`src/design/drive_ctl_pkg.sv`:
```
`default_nettype none
package drive_ctl_pkg;

   // ------------------------------------------------------------
   // parameter addresses on the fieldbus
   // ------------------------------------------------------------
   localparam logic [15:0] OFS_CONTROL_WORD = 16'h1B02;
   localparam logic [15:0] OFS_STATE_WORD   = 16'h1B04;
   localparam logic [15:0] OFS_MODE_SELECT  = 16'h1B06;
   localparam logic [15:0] OFS_ACTIVE_MODE  = 16'h1B08;
   localparam logic [15:0] OFS_MANUAL_MOVE  = 16'h1B12;

   // ------------------------------------------------------------
   // reset values
   // ------------------------------------------------------------
   localparam logic [15:0] RST_CONTROL_WORD = 16'h0000;
   localparam logic [15:0] RST_MODE_SELECT  = 16'h0000;
   localparam logic [2:0]  RST_MANUAL_MOVE  = 3'h0;

   // ------------------------------------------------------------
   // mode codes and limits
   // ------------------------------------------------------------
   localparam logic signed [15:0] MODE_MIN        = -16'sd6;
   localparam logic signed [15:0] MODE_MAX        = 16'sd6;
   localparam logic signed [15:0] MODE_PROFILE_POS = 16'sd1;
   localparam logic signed [15:0] MODE_PROFILE_VEL = 16'sd3;
   localparam logic signed [15:0] MODE_HOMING     = 16'sd6;
   localparam logic signed [15:0] MODE_JOG        = -16'sd1;
   localparam logic [15:0]        MANUAL_MOVE_MAX = 16'h0007;

   // ------------------------------------------------------------
   // state word bit positions
   // ------------------------------------------------------------
   localparam int SW_READY    = 0;
   localparam int SW_ON       = 1;
   localparam int SW_OP_EN    = 2;
   localparam int SW_FAULT    = 3;
   localparam int SW_QSTOP    = 5;
   localparam int SW_DISABLED = 6;
   localparam int SW_HALT     = 8;
   localparam int SW_REMOTE   = 9;
   localparam int SW_MODE_END = 14;

   // ------------------------------------------------------------
   // types
   // ------------------------------------------------------------
   // gray codes along the usual power-up path
   typedef enum logic [2:0] {
      ST_NOT_READY   = 3'h0,
      ST_SW_DISABLED = 3'h1,
      ST_READY       = 3'h3,
      ST_SWITCHED_ON = 3'h2,
      ST_OP_ENABLE   = 3'h6,
      ST_QUICK_STOP  = 3'h7,
      ST_FAULT_REACT = 3'h5,
      ST_FAULT       = 3'h4
   } op_state_t;

   typedef struct packed {
      logic [6:0] reserved;
      logic       halt;
      logic       fault_reset;
      logic [2:0] mode_bits;
      logic       enable_op;
      logic       quick_stop_n;
      logic       enable_voltage;
      logic       switch_on;
   } ctrl_word_t;

   typedef struct packed {
      logic fast;
      logic neg;
      logic pos;
   } jog_req_t;

endpackage
`default_nettype wire

```
`src/design/drive_state_command_control.sv`:
```
// Operation
// - enable and fault-clear input edges switch states
// - control word bit map fixed
// - only bits 0-3 and 7 steer states
// - shutdown pattern goes to ready
// - bit1 low disables voltage under bus control, except in fault
// - quick stop to disabled or quick stop
// - disable operation returns to switched on
// - enable operation enters operation enable
// - bit8 high requests halt under bus control
// - bits 4-6 belong to active mode
// - one operating mode at a time
// - mode change only after termination
// - standstill terminates the active mode
// - modes start only in operation enable
// - mode select -6..6 starts mode, except 1 and 6 which only arm it
// - jog request bits, legal 0..7
// - position and homing start on bit4
// - mode codes -1, 1, 3, 6
// - state word encodes the state bits
// - fault left only after cause cleared
`default_nettype none
module drive_state_command_control #(
   parameter int unsigned WORD_W = 16
) (
   // clock and reset
   input  wire logic                      ref_clk,
   input  wire logic                      rstn,
   // fieldbus parameter access
   input  wire logic [15:0]               param_addr,
   input  wire logic [WORD_W-1:0]         param_wdata,
   input  wire logic                      param_we,
   input  wire logic                      param_re,
   output logic      [WORD_W-1:0]         param_rdata,
   output logic                           param_rvalid,
   // discrete inputs and monitoring
   input  wire logic                      bus_ctl,
   input  wire logic                      enable_in,
   input  wire logic                      fault_reset_in,
   input  wire logic                      fault_in,
   input  wire logic                      mode_standstill,
   // to the motion profiles
   output drive_ctl_pkg::op_state_t       op_state,
   output logic                           halt_req,
   output logic                           mode_start,
   output logic                           mode_running,
   output logic signed [15:0]             active_mode,
   output logic      [2:0]                mode_settings,
   output drive_ctl_pkg::jog_req_t        jog_req
);
   import drive_ctl_pkg::*;

   if (WORD_W != 16) begin : g_width_check
      $error("WORD_W must be 16");
   end

   // ------------------------------------------------------------
   // parameter registers
   // ------------------------------------------------------------
   ctrl_word_t         cw_r, cw_nxt;
   logic signed [15:0] msel_r, msel_nxt;
   jog_req_t           jog_r, jog_nxt;
   logic               wr_cw, wr_msel, wr_jog, msel_legal;

   always_comb begin
      wr_cw      = param_we && (param_addr == OFS_CONTROL_WORD);
      wr_msel    = param_we && (param_addr == OFS_MODE_SELECT);
      wr_jog     = param_we && (param_addr == OFS_MANUAL_MOVE);
      msel_legal = ($signed(param_wdata) >= MODE_MIN) && ($signed(param_wdata) <= MODE_MAX);
      cw_nxt     = cw_r;
      msel_nxt   = msel_r;
      jog_nxt    = jog_r;
      // reserved bits are stored as written; the master keeps them zero
      if (wr_cw) cw_nxt = ctrl_word_t'(param_wdata);
      if (wr_msel && msel_legal) msel_nxt = $signed(param_wdata);
      // values above 7 are refused and the old request stays
      if (wr_jog && (param_wdata <= MANUAL_MOVE_MAX)) jog_nxt = jog_req_t'(param_wdata[2:0]);
   end

   always_ff @(posedge ref_clk or negedge rstn) begin
      if (!rstn) begin
         cw_r   <= ctrl_word_t'(RST_CONTROL_WORD);
         msel_r <= RST_MODE_SELECT;
         jog_r  <= jog_req_t'(RST_MANUAL_MOVE);
      end else begin
         cw_r   <= cw_nxt;
         msel_r <= msel_nxt;
         jog_r  <= jog_nxt;
      end
   end

   // ------------------------------------------------------------
   // edge history
   // ------------------------------------------------------------
   logic en_q, sig_fr_q, cw_fr_q, cw_b4_q;
   logic en_rise, en_fall, sig_fr_rise, cw_fr_rise, cw_b4_rise;

   always_comb begin
      en_rise     = enable_in && !en_q;
      en_fall     = !enable_in && en_q;
      sig_fr_rise = fault_reset_in && !sig_fr_q;
      cw_fr_rise  = cw_r.fault_reset && !cw_fr_q;
      cw_b4_rise  = cw_r.mode_bits[0] && !cw_b4_q;
   end

   always_ff @(posedge ref_clk or negedge rstn) begin
      if (!rstn) begin
         en_q     <= 1'b0;
         sig_fr_q <= 1'b0;
         cw_fr_q  <= 1'b0;
         cw_b4_q  <= 1'b0;
      end else begin
         en_q     <= enable_in;
         sig_fr_q <= fault_reset_in;
         cw_fr_q  <= cw_r.fault_reset;
         cw_b4_q  <= cw_r.mode_bits[0];
      end
   end

   // ------------------------------------------------------------
   // operating state
   // ------------------------------------------------------------
   op_state_t state_r, state_nxt, cmd_nxt;

   drive_cmd_decode u_decode (
      .state       (state_r),
      .cw          (cw_r),
      .bus_ctl     (bus_ctl),
      .cw_fr_rise  (cw_fr_rise),
      .en_rise     (en_rise),
      .en_fall     (en_fall),
      .sig_fr_rise (sig_fr_rise),
      .fault_in    (fault_in),
      .state_nxt   (cmd_nxt)
   );

   // a monitored fault beats any command in the same cycle
   always_comb begin
      case (state_r)
         ST_NOT_READY:   state_nxt = ST_SW_DISABLED;
         ST_FAULT_REACT: state_nxt = ST_FAULT;
         ST_FAULT:       state_nxt = cmd_nxt;
         default:        state_nxt = fault_in ? ST_FAULT_REACT : cmd_nxt;
      endcase
   end

   always_ff @(posedge ref_clk or negedge rstn) begin
      if (!rstn) state_r <= ST_NOT_READY;
      else state_r <= state_nxt;
   end

   // ------------------------------------------------------------
   // operating mode control
   // ------------------------------------------------------------
   logic               run_r, run_nxt, armed_r, armed_nxt, start_r, start_nxt;
   logic signed [15:0] act_r, act_nxt;
   logic               accept, bit4_mode, keep_mode;

   always_comb begin
      accept    = wr_msel && msel_legal && (state_r == ST_OP_ENABLE) && !run_r;
      bit4_mode = ($signed(param_wdata) == MODE_PROFILE_POS)
               || ($signed(param_wdata) == MODE_HOMING);
      keep_mode = (state_r == ST_OP_ENABLE) || (state_r == ST_QUICK_STOP);
      run_nxt   = run_r;
      armed_nxt = armed_r;
      start_nxt = 1'b0;
      act_nxt   = act_r;
      if (run_r && mode_standstill) run_nxt = 1'b0;
      if (accept) begin
         act_nxt   = $signed(param_wdata);
         armed_nxt = bit4_mode;
         run_nxt   = !bit4_mode;
         start_nxt = !bit4_mode;
      end else if (armed_r && cw_b4_rise && (state_r == ST_OP_ENABLE)) begin
         armed_nxt = 1'b0;
         run_nxt   = 1'b1;
         start_nxt = 1'b1;
      end
      // leaving the enabled states cancels the mode outright
      if (!keep_mode) begin
         run_nxt   = 1'b0;
         armed_nxt = 1'b0;
         start_nxt = 1'b0;
      end
   end

   always_ff @(posedge ref_clk or negedge rstn) begin
      if (!rstn) begin
         run_r   <= 1'b0;
         armed_r <= 1'b0;
         start_r <= 1'b0;
         act_r   <= RST_MODE_SELECT;
      end else begin
         run_r   <= run_nxt;
         armed_r <= armed_nxt;
         start_r <= start_nxt;
         act_r   <= act_nxt;
      end
   end

   // ------------------------------------------------------------
   // state word and read path
   // ------------------------------------------------------------
   logic [15:0] sword, rd_nxt;

   always_comb begin
      sword = 16'h0000;
      case (state_r)
         ST_SW_DISABLED: sword[SW_DISABLED] = 1'b1;
         ST_READY:       sword[SW_QSTOP] = 1'b1;
         ST_SWITCHED_ON: sword[SW_QSTOP] = 1'b1;
         ST_OP_ENABLE:   sword[SW_QSTOP] = 1'b1;
         default:        sword[SW_QSTOP] = 1'b0;
      endcase
      sword[SW_READY]    = state_r inside {ST_READY, ST_SWITCHED_ON, ST_OP_ENABLE,
                                           ST_QUICK_STOP, ST_FAULT_REACT, ST_FAULT};
      sword[SW_ON]       = state_r inside {ST_SWITCHED_ON, ST_OP_ENABLE,
                                           ST_QUICK_STOP, ST_FAULT_REACT, ST_FAULT};
      sword[SW_OP_EN]    = state_r inside {ST_OP_ENABLE, ST_QUICK_STOP,
                                           ST_FAULT_REACT, ST_FAULT};
      sword[SW_FAULT]    = state_r inside {ST_FAULT_REACT, ST_FAULT};
      sword[SW_HALT]     = halt_req;
      sword[SW_REMOTE]   = bus_ctl;
      sword[SW_MODE_END] = !run_r;
      case (param_addr)
         OFS_CONTROL_WORD: rd_nxt = cw_r;
         OFS_STATE_WORD:   rd_nxt = sword;
         OFS_MODE_SELECT:  rd_nxt = msel_r;
         OFS_ACTIVE_MODE:  rd_nxt = act_r;
         OFS_MANUAL_MOVE:  rd_nxt = {13'h0000, jog_r};
         default:          rd_nxt = 16'h0000;
      endcase
   end

   always_ff @(posedge ref_clk or negedge rstn) begin
      if (!rstn) begin
         param_rdata  <= '0;
         param_rvalid <= 1'b0;
      end else begin
         param_rdata  <= param_re ? rd_nxt : param_rdata;
         param_rvalid <= param_re;
      end
   end

   // ------------------------------------------------------------
   // outputs
   // ------------------------------------------------------------
   always_comb begin
      op_state      = state_r;
      halt_req      = bus_ctl && cw_r.halt;
      mode_start    = start_r;
      mode_running  = run_r;
      active_mode   = act_r;
      mode_settings = run_r ? cw_r.mode_bits : 3'h0;
      jog_req       = (run_r && act_r == MODE_JOG) ? jog_r : jog_req_t'(3'h0);
   end
endmodule // drive_state_command_control
`default_nettype wire

```
`src/design/drive_cmd_decode.sv`:
```
`default_nettype none
module drive_cmd_decode (
   // current state and sources
   input  wire drive_ctl_pkg::op_state_t  state,
   input  wire drive_ctl_pkg::ctrl_word_t cw,
   input  wire logic                      bus_ctl,
   input  wire logic                      cw_fr_rise,
   input  wire logic                      en_rise,
   input  wire logic                      en_fall,
   input  wire logic                      sig_fr_rise,
   input  wire logic                      fault_in,
   // result
   output drive_ctl_pkg::op_state_t       state_nxt
);
   import drive_ctl_pkg::*;

   // ------------------------------------------------------------
   // command decode, bits 0..3 and 7 only
   // ------------------------------------------------------------
   always_comb begin
      state_nxt = state;
      if (bus_ctl) begin
         case (state)
            ST_FAULT: begin
               if (cw_fr_rise && !fault_in) state_nxt = ST_SW_DISABLED;
            end
            ST_SW_DISABLED: begin
               if (cw.enable_voltage && cw.quick_stop_n && !cw.switch_on)
                  state_nxt = ST_READY;
            end
            ST_READY: begin
               if (!cw.enable_voltage) state_nxt = ST_SW_DISABLED;
               else if (!cw.quick_stop_n) state_nxt = ST_SW_DISABLED;
               else if (cw.switch_on) state_nxt = ST_SWITCHED_ON;
            end
            ST_SWITCHED_ON: begin
               if (!cw.enable_voltage) state_nxt = ST_SW_DISABLED;
               else if (!cw.quick_stop_n) state_nxt = ST_SW_DISABLED;
               else if (!cw.switch_on) state_nxt = ST_READY;
               else if (cw.enable_op) state_nxt = ST_OP_ENABLE;
            end
            ST_OP_ENABLE: begin
               if (!cw.enable_voltage) state_nxt = ST_SW_DISABLED;
               else if (!cw.quick_stop_n) state_nxt = ST_QUICK_STOP;
               else if (!cw.switch_on) state_nxt = ST_READY;
               else if (!cw.enable_op) state_nxt = ST_SWITCHED_ON;
            end
            ST_QUICK_STOP: begin
               if (!cw.enable_voltage) state_nxt = ST_SW_DISABLED;
               else if (cw.quick_stop_n && cw.switch_on && cw.enable_op)
                  state_nxt = ST_OP_ENABLE;
            end
            default: state_nxt = state;
         endcase
      end else begin
         case (state)
            ST_READY, ST_SWITCHED_ON: begin
               if (en_rise) state_nxt = ST_OP_ENABLE;
            end
            ST_OP_ENABLE: begin
               if (en_fall) state_nxt = ST_READY;
            end
            ST_FAULT: begin
               if (sig_fr_rise && !fault_in) state_nxt = ST_READY;
            end
            ST_QUICK_STOP: begin
               if (sig_fr_rise) state_nxt = ST_OP_ENABLE;
            end
            default: state_nxt = state;
         endcase
      end
   end

endmodule // drive_cmd_decode
`default_nettype wire

```
`config.mk`:
```
export PLATFORM = sky130hd
export DESIGN_NAME = drive_state_command_control
export DESIGN_NICKNAME = d
export VERILOG_FILES = /design/src/design/drive_ctl_pkg.sv /design/src/design/drive_state_command_control.sv /design/src/design/drive_cmd_decode.sv
export SDC_FILE = /design/constraint.sdc
export NUM_CORES = 1
export LEC_CHECK = 0
export BUFFER_PORTS_ARGS = -buffer_cell sky130_fd_sc_hd__buf_4
export CAP_MARGIN = 20
export CORE_MARGIN = 4
export CORE_UTILIZATION = 53
export DETAILED_ROUTE_END_ITERATION = 7
export PLACE_DENSITY_LB_ADDON = 0.08
export REMOVE_ABC_BUFFERS = 1
export SLEW_MARGIN = 40
export SYNTH_ARGS = -nofsm -noshare
export SYNTH_HDL_FRONTEND = slang
export SYNTH_SLANG_ARGS = --single-unit
```
`constraint.sdc`:
```
create_clock -name ref_clk -period 2.8 [get_ports ref_clk]
set_clock_uncertainty 0.15 [all_clocks]
set_input_delay 0.56 -clock ref_clk [delete_from_list [all_inputs] [get_ports ref_clk]]
set_output_delay 0.56 -clock ref_clk [all_outputs]
set_load 0.005 [all_outputs]
```
## Word level (Yosys, flattened, before mapping)

Cells that the tools add are included.

- Magnitude comparators: 3
- Eq/ne operators: 17
- Muxes and demuxes: 39
- Reduce and logical (&&, ||, !) cells: 42

Operator list:

| cell | number |
|---|---|
| 16-bit by 13-bit equality test with 1-bit output (second input constant) | 5 |
| 16-bit case mux with 5 select lines | 1 |
| 3-bit 2-to-1 mux | 23 |
| 1-bit logical AND | 24 |
| 3-bit case mux with 6 select lines | 1 |
| 16-bit by 1-bit equality test with 1-bit output (second input constant) | 1 |
| 16-bit by 2-bit equality test with 1-bit output (second input constant) | 1 |
| 16-bit by 4-bit equality test with 1-bit output (second input constant) | 1 |
| 16-bit by 4-bit greater-or-equal comparator with 1-bit output (second input constant) | 1 |
| 16-bit by 3-bit <= comparator with 1-bit output (second input constant) | 1 |
| 16-bit by 4-bit <= comparator with 1-bit output (second input constant) | 1 |
| 3-bit equality test (second input constant) | 4 |
| 1-bit 2-to-1 mux | 12 |
| 3-bit case mux with 4 select lines | 1 |
| 1-bit zero test | 9 |
| 3-bit case mux with 3 select lines | 1 |
| 3-bit by 2-bit equality test with 1-bit output (second input constant) | 2 |
| 6-bit nonzero test | 1 |
| 5-bit nonzero test | 1 |
| 4-bit by 2-bit inequality test with 1-bit output (second input constant) | 1 |
| 4-bit nonzero test | 1 |
| 3-bit by 1-bit equality test with 1-bit output (second input constant) | 1 |
| 3-bit zero test | 1 |
| 3-bit by 2-bit inequality test with 1-bit output (second input constant) | 1 |
| other kinds (4) | 5 |

- Flip-flop bits (word level): 78
- Output and inout port bits: 45
- Logic and storage cells: 124

## Longest topological paths before layout

Gate-level depths: netlist of run 1.

- Depth in word-level cells: 8
- Mapped depth: 7
- Depth with buffers taken out: 5

## Hierarchy

Synthesis of run 1 repeated with hierarchy kept, for this count alone.

- Cells, all modules: 345
- Area, all modules: 3900.0 µm²

Modules (own cells, without submodules):

| module | cells each | area an instance (µm²) | instances |
|---|---|---|---|
| drive_state_command_control | 310 | 3651.0 | 1 |
| drive_cmd_decode | 35 | 249.0 | 1 |

## Worst setup path before layout of run 1

OpenSTA, ideal clock, no wires.

- Path kind: input port to flip-flop
- From: in param_addr[14]
- To: reg act_r[10] (netlist: active_mode[10])
- Arrival time: 2.317 ns
- Data required time: 2.525 ns
- Library setup time: 0.125 ns
- Path buffers: 1
- Slack: 0.208 ns
- Stages: 6
- Path through: nor4b_2 -> nand4b_1 -> or4_4 -> nor4_4 -> buf_6 -> mux2_4

- Word-level cells in the longest chain between the ends: 5

Ends and longest elaborated chain:

| what | line | source |
|---|---|---|
| start: declaration | drive_state_command_control.sv:30 | `input wire logic [15:0] param_addr,` |
| 16-bit by 13-bit equality test with 1-bit output | drive_state_command_control.sv:67 | `wr_msel = param_we && (param_addr == OFS_MODE_SELECT);` |
| 1-bit logical AND | drive_state_command_control.sv:67 |  |
| 1-bit logical AND (3 in series) | drive_state_command_control.sv:160 | `accept = wr_msel && msel_legal && (state_r == ST_OP_ENABLE) && !run_r;` |
| end signal: assignment | drive_state_command_control.sv:197 | `act_r <= act_nxt;` |
| end: declaration | drive_state_command_control.sv:156 | `logic signed [15:0] act_r, act_nxt;` |

No other way between the ends.
A chain may end at the register's enable or synchronous reset.

==> impl_metrics.csv, run 1 <==
group,metric,value,unit
setup_path,crit_type,"reg2out",
setup_path,cpMostUsedCell,"nand4_1",
global_routing,grt_max_degree,47,
yosys,netlist_top_cells_count,"78 x dfrtp_1, 29 x mux2_2, 22 x inv_1, 22 x nor2_1, 20 x a21oi_1",
place,dpl.cell_count,530,
clock_tree,cts_resized,0,
clock_tree,htree_levels,3,
yosys,netlist_instances,353,
routing,totalWireLength,10.5,mm
setup_path,cpMaxStageDelayCell,"dfrtp_1",
final_layout,final_cells,545,
timing,timing.final.crit_share,89.5,%
die,die_w,93.3,um
yosys,ys_seq_area_share,50.6,%
yosys,synth.largest_area_cell,"dfrtp_1",
place,place.gp.congestion,0.868,
yosys,synth_area_leaders,"dfrtp_1 51%, mux2_2 8.5%, mux2_4 3.9%, a22o_1 3.0%, a21oi_1 2.6%",
timing,setup_slack,0.295,ns
final_layout,fin_util,70.0,%
clock_tree,cts_buffers,9,
pwr,p_leak,2.35,nW
place,dpl_worst_slack,0.0535,ns
timing,worst_pin_slew,0.540,ns
routing,route.detailed.drc,0,
final_layout,drive_above_1_share,35.6,%
yosys,ys_types,52,
outcome,status,"completed",
timing,min_period,2.51,ns
setup_path,worst_setup_path_start_kind,"flop",
global_routing,track_usage,25.4,%
die,pin_count,86,
routing,ant_nets,0,
final_layout,nFillCells,542,
timing,setup_viol,0,
setup_path,cp-end-kind,"primary output",
yosys,synth_area,3860,um2
clock_tree,cts.sinks,78,
yosys,ys_seq_elements,78,
clock_tree,clkTransAtPathRegs,0.07,ns
clock_tree,cts_root_buffer,"clkbuf_8",
place,place_hpwl,7.67,mm
yosys,synth_edf_count,0,
setup_path,slowest_delay,0.44,ns
setup_path,path_max_fanout,4,
die,initial_core_util,55.6,%
global_routing,grt_overflow,0,
routing,drtIter0Drc,221,
final_layout,diodes,0,
timing,rsz0062_at_grt,"false",
hold_path,min-delay-path-class,"in2async",
die,die_h,93.3,um
timing,clock.fmax,399,MHz
setup_path,worstPathBufferInverterCount,1,
yosys,ys_warn_count,0,
routing,num_vias,3273,
routing,wl_per_cell,19.3,um
timing,whs,0.00258,ns
setup_path,cp.arrival,1.80,ns
yosys,synth-main-ff-cell,"dfrtp_1",
timing,hold_violations,0,
global_routing,grt_first_pass_wirelength,17.0,mm
setup_path,crit_chain,"nand4_1 > nor4_1 > nand4_1 > nor2_1 > buf_4",
die,rows,30,
job,maxCapViolations,0,
timing,final_max_slew_viol_count,0,
global_routing,grt_pass1_vias,3210,
yosys,syn_area_per_cell,10.9,um2
pwr,ir_worst_vdd,0.355,mV
place,io_buffers,85,
routing,drtPass1Iterations,5,
routing,vias_per_cell,6.01,
die,core,6940,um2
yosys,synth_top_area_share,50.6,%
clock_tree,cts_tree,"yes",
yosys,synth.most_common_cell,"dfrtp_1",
yosys,ys_async_sr_fraction,100,%
final_layout,fin_nets,486,
global_routing,antenna_found_initial,0,
clock_tree,postCtsHoldBufs,0,
clock_tree,clk_latency,0.35,ns
setup_path,cp.required,2.09,ns
clock_tree,clk_path_buf_depth,2,
pwr,cellPowerDensity,475,nW/um2
timing,maxSlewHeadroom,63.7,%
clock_tree,post-cts-setup-buffer-count,0,
die,dieArea,8710,um2
final_layout,area_growth,25.9,%
setup_path,path_delay_family,"simple AND/OR/NAND/NOR gates",
## area by class of cell
| type | instances | area, um2 | share of cell area (%) |
|---|---|---|---|
| sequential | 78 | 1950 | 40.2 |
| multi-input combinational | 232 | 1740 | 35.8 |
| timing repair buffer | 101 | 796 | 16.4 |
| clock buffer | 11 | 141 | 2.91 |
| tap | 96 | 120 | 2.47 |
| inverter | 23 | 86.3 | 1.78 |
| clock inverter | 4 | 23.8 | 0.489 |
## path summary, 6_finish.rpt
path,start,endpoint,slack (ns),cells after the start
setup / recovery,active_mode[8]$_DFFE_PN0N_,jog_req[0],0.29,5
hold / removal,rstn,op_state[1]$_DFF_PN0_,0.003,1
setup reg to reg,op_state[0]$_DFF_PN0_,active_mode[2]$_DFFE_PN0N_,0.85,4
hold reg to reg,msel_r[8]$_DFFE_PN0P_,msel_r[8]$_DFFE_PN0P_,0.33,1
max in group asynchronous,rstn,cw_r[13]$_DFFE_PN0P_,1.91,2
min in group ref_clk,fault_reset_in,sig_fr_q$_DFF_PN0_,0.19,1
## power breakdown
| group | total, W | internal, W | switching (W) |
|---|---|---|---|
| logic | 0.000413 | 0.000172 | 0.000242 |
| clock network | 0.000734 | 0.000339 | 0.000396 |
| registers | 0.00116 | 0.00115 | 0.0000126 |
## worst register-to-register path, stage by stage (launching register included)
cell      delay [ns]
dfrtp_1         0.38
nand3b_1        0.36
nor4_4          0.39
buf_12          0.21
mux2_2          0.36
## kinds of logic (layout without fill, tap and decap cells)
logic type / after synthesis / count (layout) / share of synthesized area [%]
buffers and inverters: 43 / 139 / 4.44
flip-flops: 78 / 78 / 50.6
AO/OA/AOI/OAI: 99 / 99 / 17.3
AND/OR/NAND/NOR: 90 / 90 / 14.2
multiplexers: 43 / 43 / 13.4
## per-layer routing
| metal | GRT usage [%] | wire, um | vias up |
|---|---|---|---|
| li1 | - | - | 1506 |
| met1 | 35.2 | 4590 | 1590 |
| met2 | 38.2 | 4810 | 160 |
| met3 | 6.76 | 889 | 17 |
| met4 | 9.40 | 209 | 0 |
| met5 | 0 | 0 | - |
## placed cells by master (no fill, tap or decap), drive strengths merged, types with 5 or more instances in the layout
cell type	n
buf	101
dfrtp	78
mux2	39
inv	22
nor2	22
a21oi	20
a22o	13
a21o	13
o22ai	13
clkbuf	11
nand2	10
o21ai	10
nand4	9
nor4	9
a31oi	8
a22oi	7
nand3	5
nor3b	5
clkinv	5
## flip-flops by register name, summed over array words and instances, names as in the netlist
| signal | count |
|---|---|
| mode_start | 1 |
| cw_b4_q | 1 |
| cw_r | 16 |
| sig_fr_q | 1 |
| en_q | 1 |
| op_state | 3 |
| msel_r | 16 |
| param_rdata | 16 |
| cw_fr_q | 1 |
| armed_r | 1 |
| jog_r | 3 |
| mode_running | 1 |
| active_mode | 16 |
| param_rvalid | 1 |
## metrics by stage
step	instance area, um2	setup TNS, ns	total power [W]
6_report	4860	0	0.00231
5_1_grt	4860	0	0.00242
4_1_cts	4860	0	0.00233
3_5_place_dp	4690	0	0.00159
3_3_place_gp	4690	0	0.00158
2_1_floorplan	3770	-3.07	0.00137
Power figures use the tool's default switching activity.
==> run 2, diff against run 1 <==
CORE_ASPECT_RATIO = 0.5   (was not set)
==> run 2 against run 1 <==
Worst hold slack gained 0.076 ns. Critical path depth stayed put. Sequential cell count is the same. Via count rose by 3.8%. Utilization up 2.6 points. Clock-buffer cell count shrank 1. Combinational power fell by 6.1%. Worst setup slack worse by 0.23 ns. Die area grew 0.95%. Wire length grew 8.5%. First-iteration DRC count increased by 35%. Sequential share of layout area down 1.1 points. Critical path type unchanged. Largest cell class unchanged. Largest power group is now the clock network.
==> impl_metrics.csv, run 2 (synthesis results as in run 1) <==
group,metric,value,unit
global_routing,antenna_found_initial,0,
routing,route.detailed.drc,0,
pwr,cellPowerDensity,574,nW/um2
clock_tree,cts.sinks,78,
timing,rsz0062_at_grt,"false",
final_layout,diodes,0,
global_routing,grt_max_degree,79,
pwr,ir_worst_vdd,0.311,mV
routing,drtIter0Drc,299,
routing,num_vias,3397,
clock_tree,post-cts-setup-buffer-count,0,
place,io_buffers,85,
timing,timing.final.crit_share,97.6,%
clock_tree,cts_tree,"yes",
job,maxCapViolations,0,
clock_tree,cts_buffers,9,
pwr,p_leak,2.41,nW
global_routing,track_usage,27.2,%
global_routing,grt_first_pass_wirelength,17.8,mm
outcome,status,"completed",
final_layout,drive_above_1_share,35.7,%
die,rows,21,
global_routing,grt_pass1_vias,3401,
clock_tree,cts_resized,0,
die,die_w,129,um
timing,clock.fmax,366,MHz
final_layout,layout_commonest_cell,"buf_4",
clock_tree,clk_latency,0.34,ns
global_routing,grt_overflow,0,
timing,worst_pin_slew,0.717,ns
clock_tree,postCtsHoldBufs,0,
die,die_h,68.3,um
final_layout,final_cell_mix,"96 x buf_4, 78 x dfrtp_1, 29 x mux2_2",
final_layout,fin_nets,484,
timing,maxSlewHeadroom,52.2,%
clock_tree,clk_path_buf_depth,2,
clock_tree,htree_levels,3,
place,place.gp.congestion,0.888,
timing,hold_violations,0,
clock_tree,clkTransAtPathRegs,0.06,ns
setup_path,crit_type,"reg2out",
clock_tree,cts_root_buffer,"clkbuf_16",
timing,final_max_slew_viol_count,0,
setup_path,cp-end-kind,"primary output",
setup_path,reg2reg_depth,4,
place,place_hpwl,7.99,mm
setup_path,worst_setup_path_start_kind,"flop",
pwr,p_total,0.00287,W
die,initial_core_util,56.1,%
routing,ant_nets,0,
routing,wl_per_cell,21.1,um
die,dieArea,8790,um2
timing,min_period,2.73,ns
timing,whs,0.0782,ns
routing,drtPass1Iterations,6,
setup_path,path_max_fanout,4,
die,pin_count,86,
die,core,6880,um2
setup_path,cp.arrival,2.02,ns
timing,setup_viol,0,
final_layout,area_growth,29.5,%
setup_path,cp.required,2.09,ns
hold_path,min-delay-path-class,"in2async",
routing,vias_per_cell,6.29,
routing,totalWireLength,11.4,mm
## run 2: routing by layer
layer / vias up / global-route usage [%] / wire, um
met4: 0 / 10.2 / 214
met2: 163 / 43.9 / 5330
met5: - / 0 / 0
li1: 1504 / - / -
met3: 25 / 6.00 / 907
met1: 1705 / 36.4 / 4940
## run 2: per-stage QoR
| step | util [%] | cell area (um2) | setup WS, ns | setup TNS (ns) | instances |
|---|---|---|---|---|---|
| final | 72.6 | 5000 | 0.0679 | 0 | 540 |
| after global placement | 67.7 | 4660 | 0.146 | 0 | 524 |
| after detailed placement | 67.8 | 4670 | 0.0934 | 0 | 524 |
| after CTS | 72.6 | 5000 | 0.146 | 0 | 540 |
| after floorplan | - | 3770 | -0.126 | -3.07 | 333 |
| after global routing | 72.6 | 5000 | 0.0354 | 0 | 540 |
## run 2: final timing paths
kind,startpoint,to,slack [ns]
worst max-delay path,active_mode[6]$_DFFE_PN0N_,jog_req[1],0.07
worst min-delay path,rstn,sig_fr_q$_DFF_PN0_,0.08
worst max register to register,op_state[0]$_DFF_PN0_,active_mode[1]$_DFFE_PN0N_,0.64
worst min register to register,msel_r[15]$_DFFE_PN0P_,msel_r[15]$_DFFE_PN0P_,0.33
max in group asynchronous,rstn,param_rdata[10]$_DFFE_PN0P_,1.91
min in group ref_clk,fault_reset_in,sig_fr_q$_DFF_PN0_,0.18
## run 2: worst max-delay path, stage by stage (launching register included)
cell     delay [ns]
dfrtp_1        0.41
nand4_1        0.14
nor4_1         0.51
nand4_1        0.31
nor2_1         0.17
buf_4          0.13
## run 2: power by group
part	switching (W)	internal, W
sequential	0.0000369	0.00115
clock	0.000484	0.000811
combinational	0.000226	0.000161
total	0.000747	0.00212
## run 2: cell type report
cell class | instances | area [um2]
multi-input cells | 232 | 1740
well taps | 92 | 115
flip-flops and latches | 78 | 1950
inverters | 23 | 86.3
clock buffers | 10 | 239
repair buffers | 99 | 772
fillers | 493 | 1890
clock inverters | 6 | 93.8
==> run 3, diff against run 2 <==
CTS_CLUSTER_DIAMETER = 150   (was not set)
GPL_TIMING_DRIVEN = 0   (was not set)
==> run 3 against run 2 <==
Maximum frequency up 2.4%. Critical path type is now in2reg. Via count is 2.3% lower. Highest routed layer unchanged. Largest power group unchanged. Non-clock buffer count shrank 7.
==> impl_metrics.csv, run 3 (synthesis results as in run 1) <==
group,metric,value,unit
outcome,status,"completed",
pwr,p_total,0.00289,W
timing,min_period,2.67,ns
clock_tree,cts_tree,"yes",
final_layout,fin_util,72.0,%
final_layout,area_growth,28.4,%
timing,rsz0062_at_grt,"false",
final_layout,final_cells,533,
global_routing,track_usage,26.4,%
place,io_buffers,85,
global_routing,grt_pass1_vias,3331,
hold_path,min-delay-path-class,"in2async",
die,die_w,129,um
final_layout,layout_commonest_cell,"buf_4",
final_layout,diodes,0,
routing,totalWireLength,10.9,mm
die,pin_count,86,
timing,setup_viol,0,
job,maxCapViolations,0,
die,dieArea,8790,um2
pwr,p_leak,2.36,nW
clock_tree,cts_buffers,9,
die,initial_core_util,56.1,%
timing,final_max_slew_viol_count,0,
setup_path,r2r_end,"active_mode[2]$_DFFE_PN0N_",
die,die_h,68.3,um
final_layout,final_cell_mix,"91 x buf_4, 77 x dfrtp_1, 29 x mux2_2",
routing,wl_per_cell,20.5,um
setup_path,worst_setup_path_start_kind,"input pin",
timing,worst_pin_slew,0.745,ns
clock_tree,clkTransAtPathRegs,0.06,ns
setup_path,r2r_slack,0.29,ns
final_layout,layout.area.seq,1950,um2
routing,drtIter0Drc,233,
final_layout,fin_nets,477,
place,place_hpwl,7.81,mm
timing,whs,0.0686,ns
setup_path,rr_startpoint,"op_state[1]$_DFF_PN0_",
global_routing,antenna_found_initial,0,
routing,ant_nets,0,
pwr,cellPowerDensity,583,nW/um2
routing,route.detailed.drc,0,
final_layout,drive_above_1_share,35.8,%
setup_path,cp.arrival,2.74,ns
timing,clock.fmax,375,MHz
global_routing,grt_first_pass_wirelength,17.4,mm
die,core,6880,um2
pwr,ir_worst_vdd,0.340,mV
setup_path,cp-end-kind,"flop",
routing,vias_per_cell,6.23,
clock_tree,clk_latency,0.34,ns
timing,timing.final.crit_share,95.3,%
routing,drtPass1Iterations,4,
setup_path,cp.required,2.87,ns
place,place.gp.congestion,0.915,
final_layout,nFillCells,491,
final_layout,multi_input_area,1770,um2
clock_tree,cts_root_buffer,"clkbuf_16",
die,rows,21,
setup_path,reg2reg_depth,4,
setup_path,path_max_fanout,6,
timing,maxSlewHeadroom,50.3,%
routing,num_vias,3318,
clock_tree,clk_path_buf_depth,2,
global_routing,grt_overflow,0,
clock_tree,cts.sinks,78,
setup_path,crit_type,"in2reg",
global_routing,grt_max_degree,79,
clock_tree,htree_levels,3,
place,dpl.cell_count,514,
timing,hold_violations,0,
[run 3: changes by cell type in the layout (fill, tap and decap cells not counted), sizes merged]
cell / change
buf: -7
bufinv: +1
clkbuf: +1
clkinv: -2
[run 3: report_power, final]
part           switching, W  internal, W
sequential        0.0000905      0.00115
combinational      0.000167     0.000145
clock              0.000459     0.000874
[run 3: per-layer routing]
layer,vias to the layer above,global-route usage (%),part of all wire (%)
li1,1489,-,-
met1,1686,36.0,44
met2,127,42.3,48
met3,16,5.61,6.7
met4,0,9.69,1.5
met5,-,0,0
[run 3: final cells by class]
class                   count  area share (%)
clock inverters             5            2.15
repair buffers             92            14.0
multi-input cells         232            35.6
well taps                  92            2.32
inverters                  23            1.74
flip-flops and latches     78            39.4
clock buffers              11            4.70
[run 3: how the worst max path moves through the flow]
| stage | slack (ns) | start | cells past startpoint | endpoint |
|---|---|---|---|---|
| 6_report | 0.13 | param_addr[14] | 7 | active_mode[2]$_DFFE_PN0N_ |
| 3_5_place_dp | -0.31 | param_addr[14] | 6 | msel_r[14]$_DFFE_PN0P_ |
| 3_3_place_gp | -1.60 | param_addr[1] | 5 | cw_r[9]$_DFFE_PN0P_ |
| 2_1_floorplan | -0.13 | param_addr[1] | 4 | cw_r[0]$_DFFE_PN0P_ |
| 5_1_grt | 0.01 | param_addr[14] | 7 | active_mode[4]$_DFFE_PN0N_ |
| 4_1_cts | 0.02 | mode_running$_DFFE_PN0P_ | 5 | jog_req[1] |
[run 3: worst max-delay path: stages]
cell and delay (ns):
buf_4 0.12, nor4b_2 0.33, nand4b_1 0.23, or4_4 0.50, nor4_4 0.36, buf_4 0.27, mux2_2 0.35
[run 3: repair_timing]
item,4_1_cts,5_1_grt
buffers inserted,0,3
cloned,0,0
pin swaps,0,1
hold buffers,0,0
gates resized for setup,1,2
setup endpoints to repair,3,16
hold endpoints to repair,0,0
[run 3: per-stage QoR]
step	cell area [um2]	TNS, ns	setup WS (ns)
global route	4950	0	0.0114
CTS	4920	0	0.0171
detailed placement	4580	-7.23	-0.313
global placement	4530	-48.69	-1.60
floorplan	3770	-3.07	-0.126
finish	4950	0	0.131
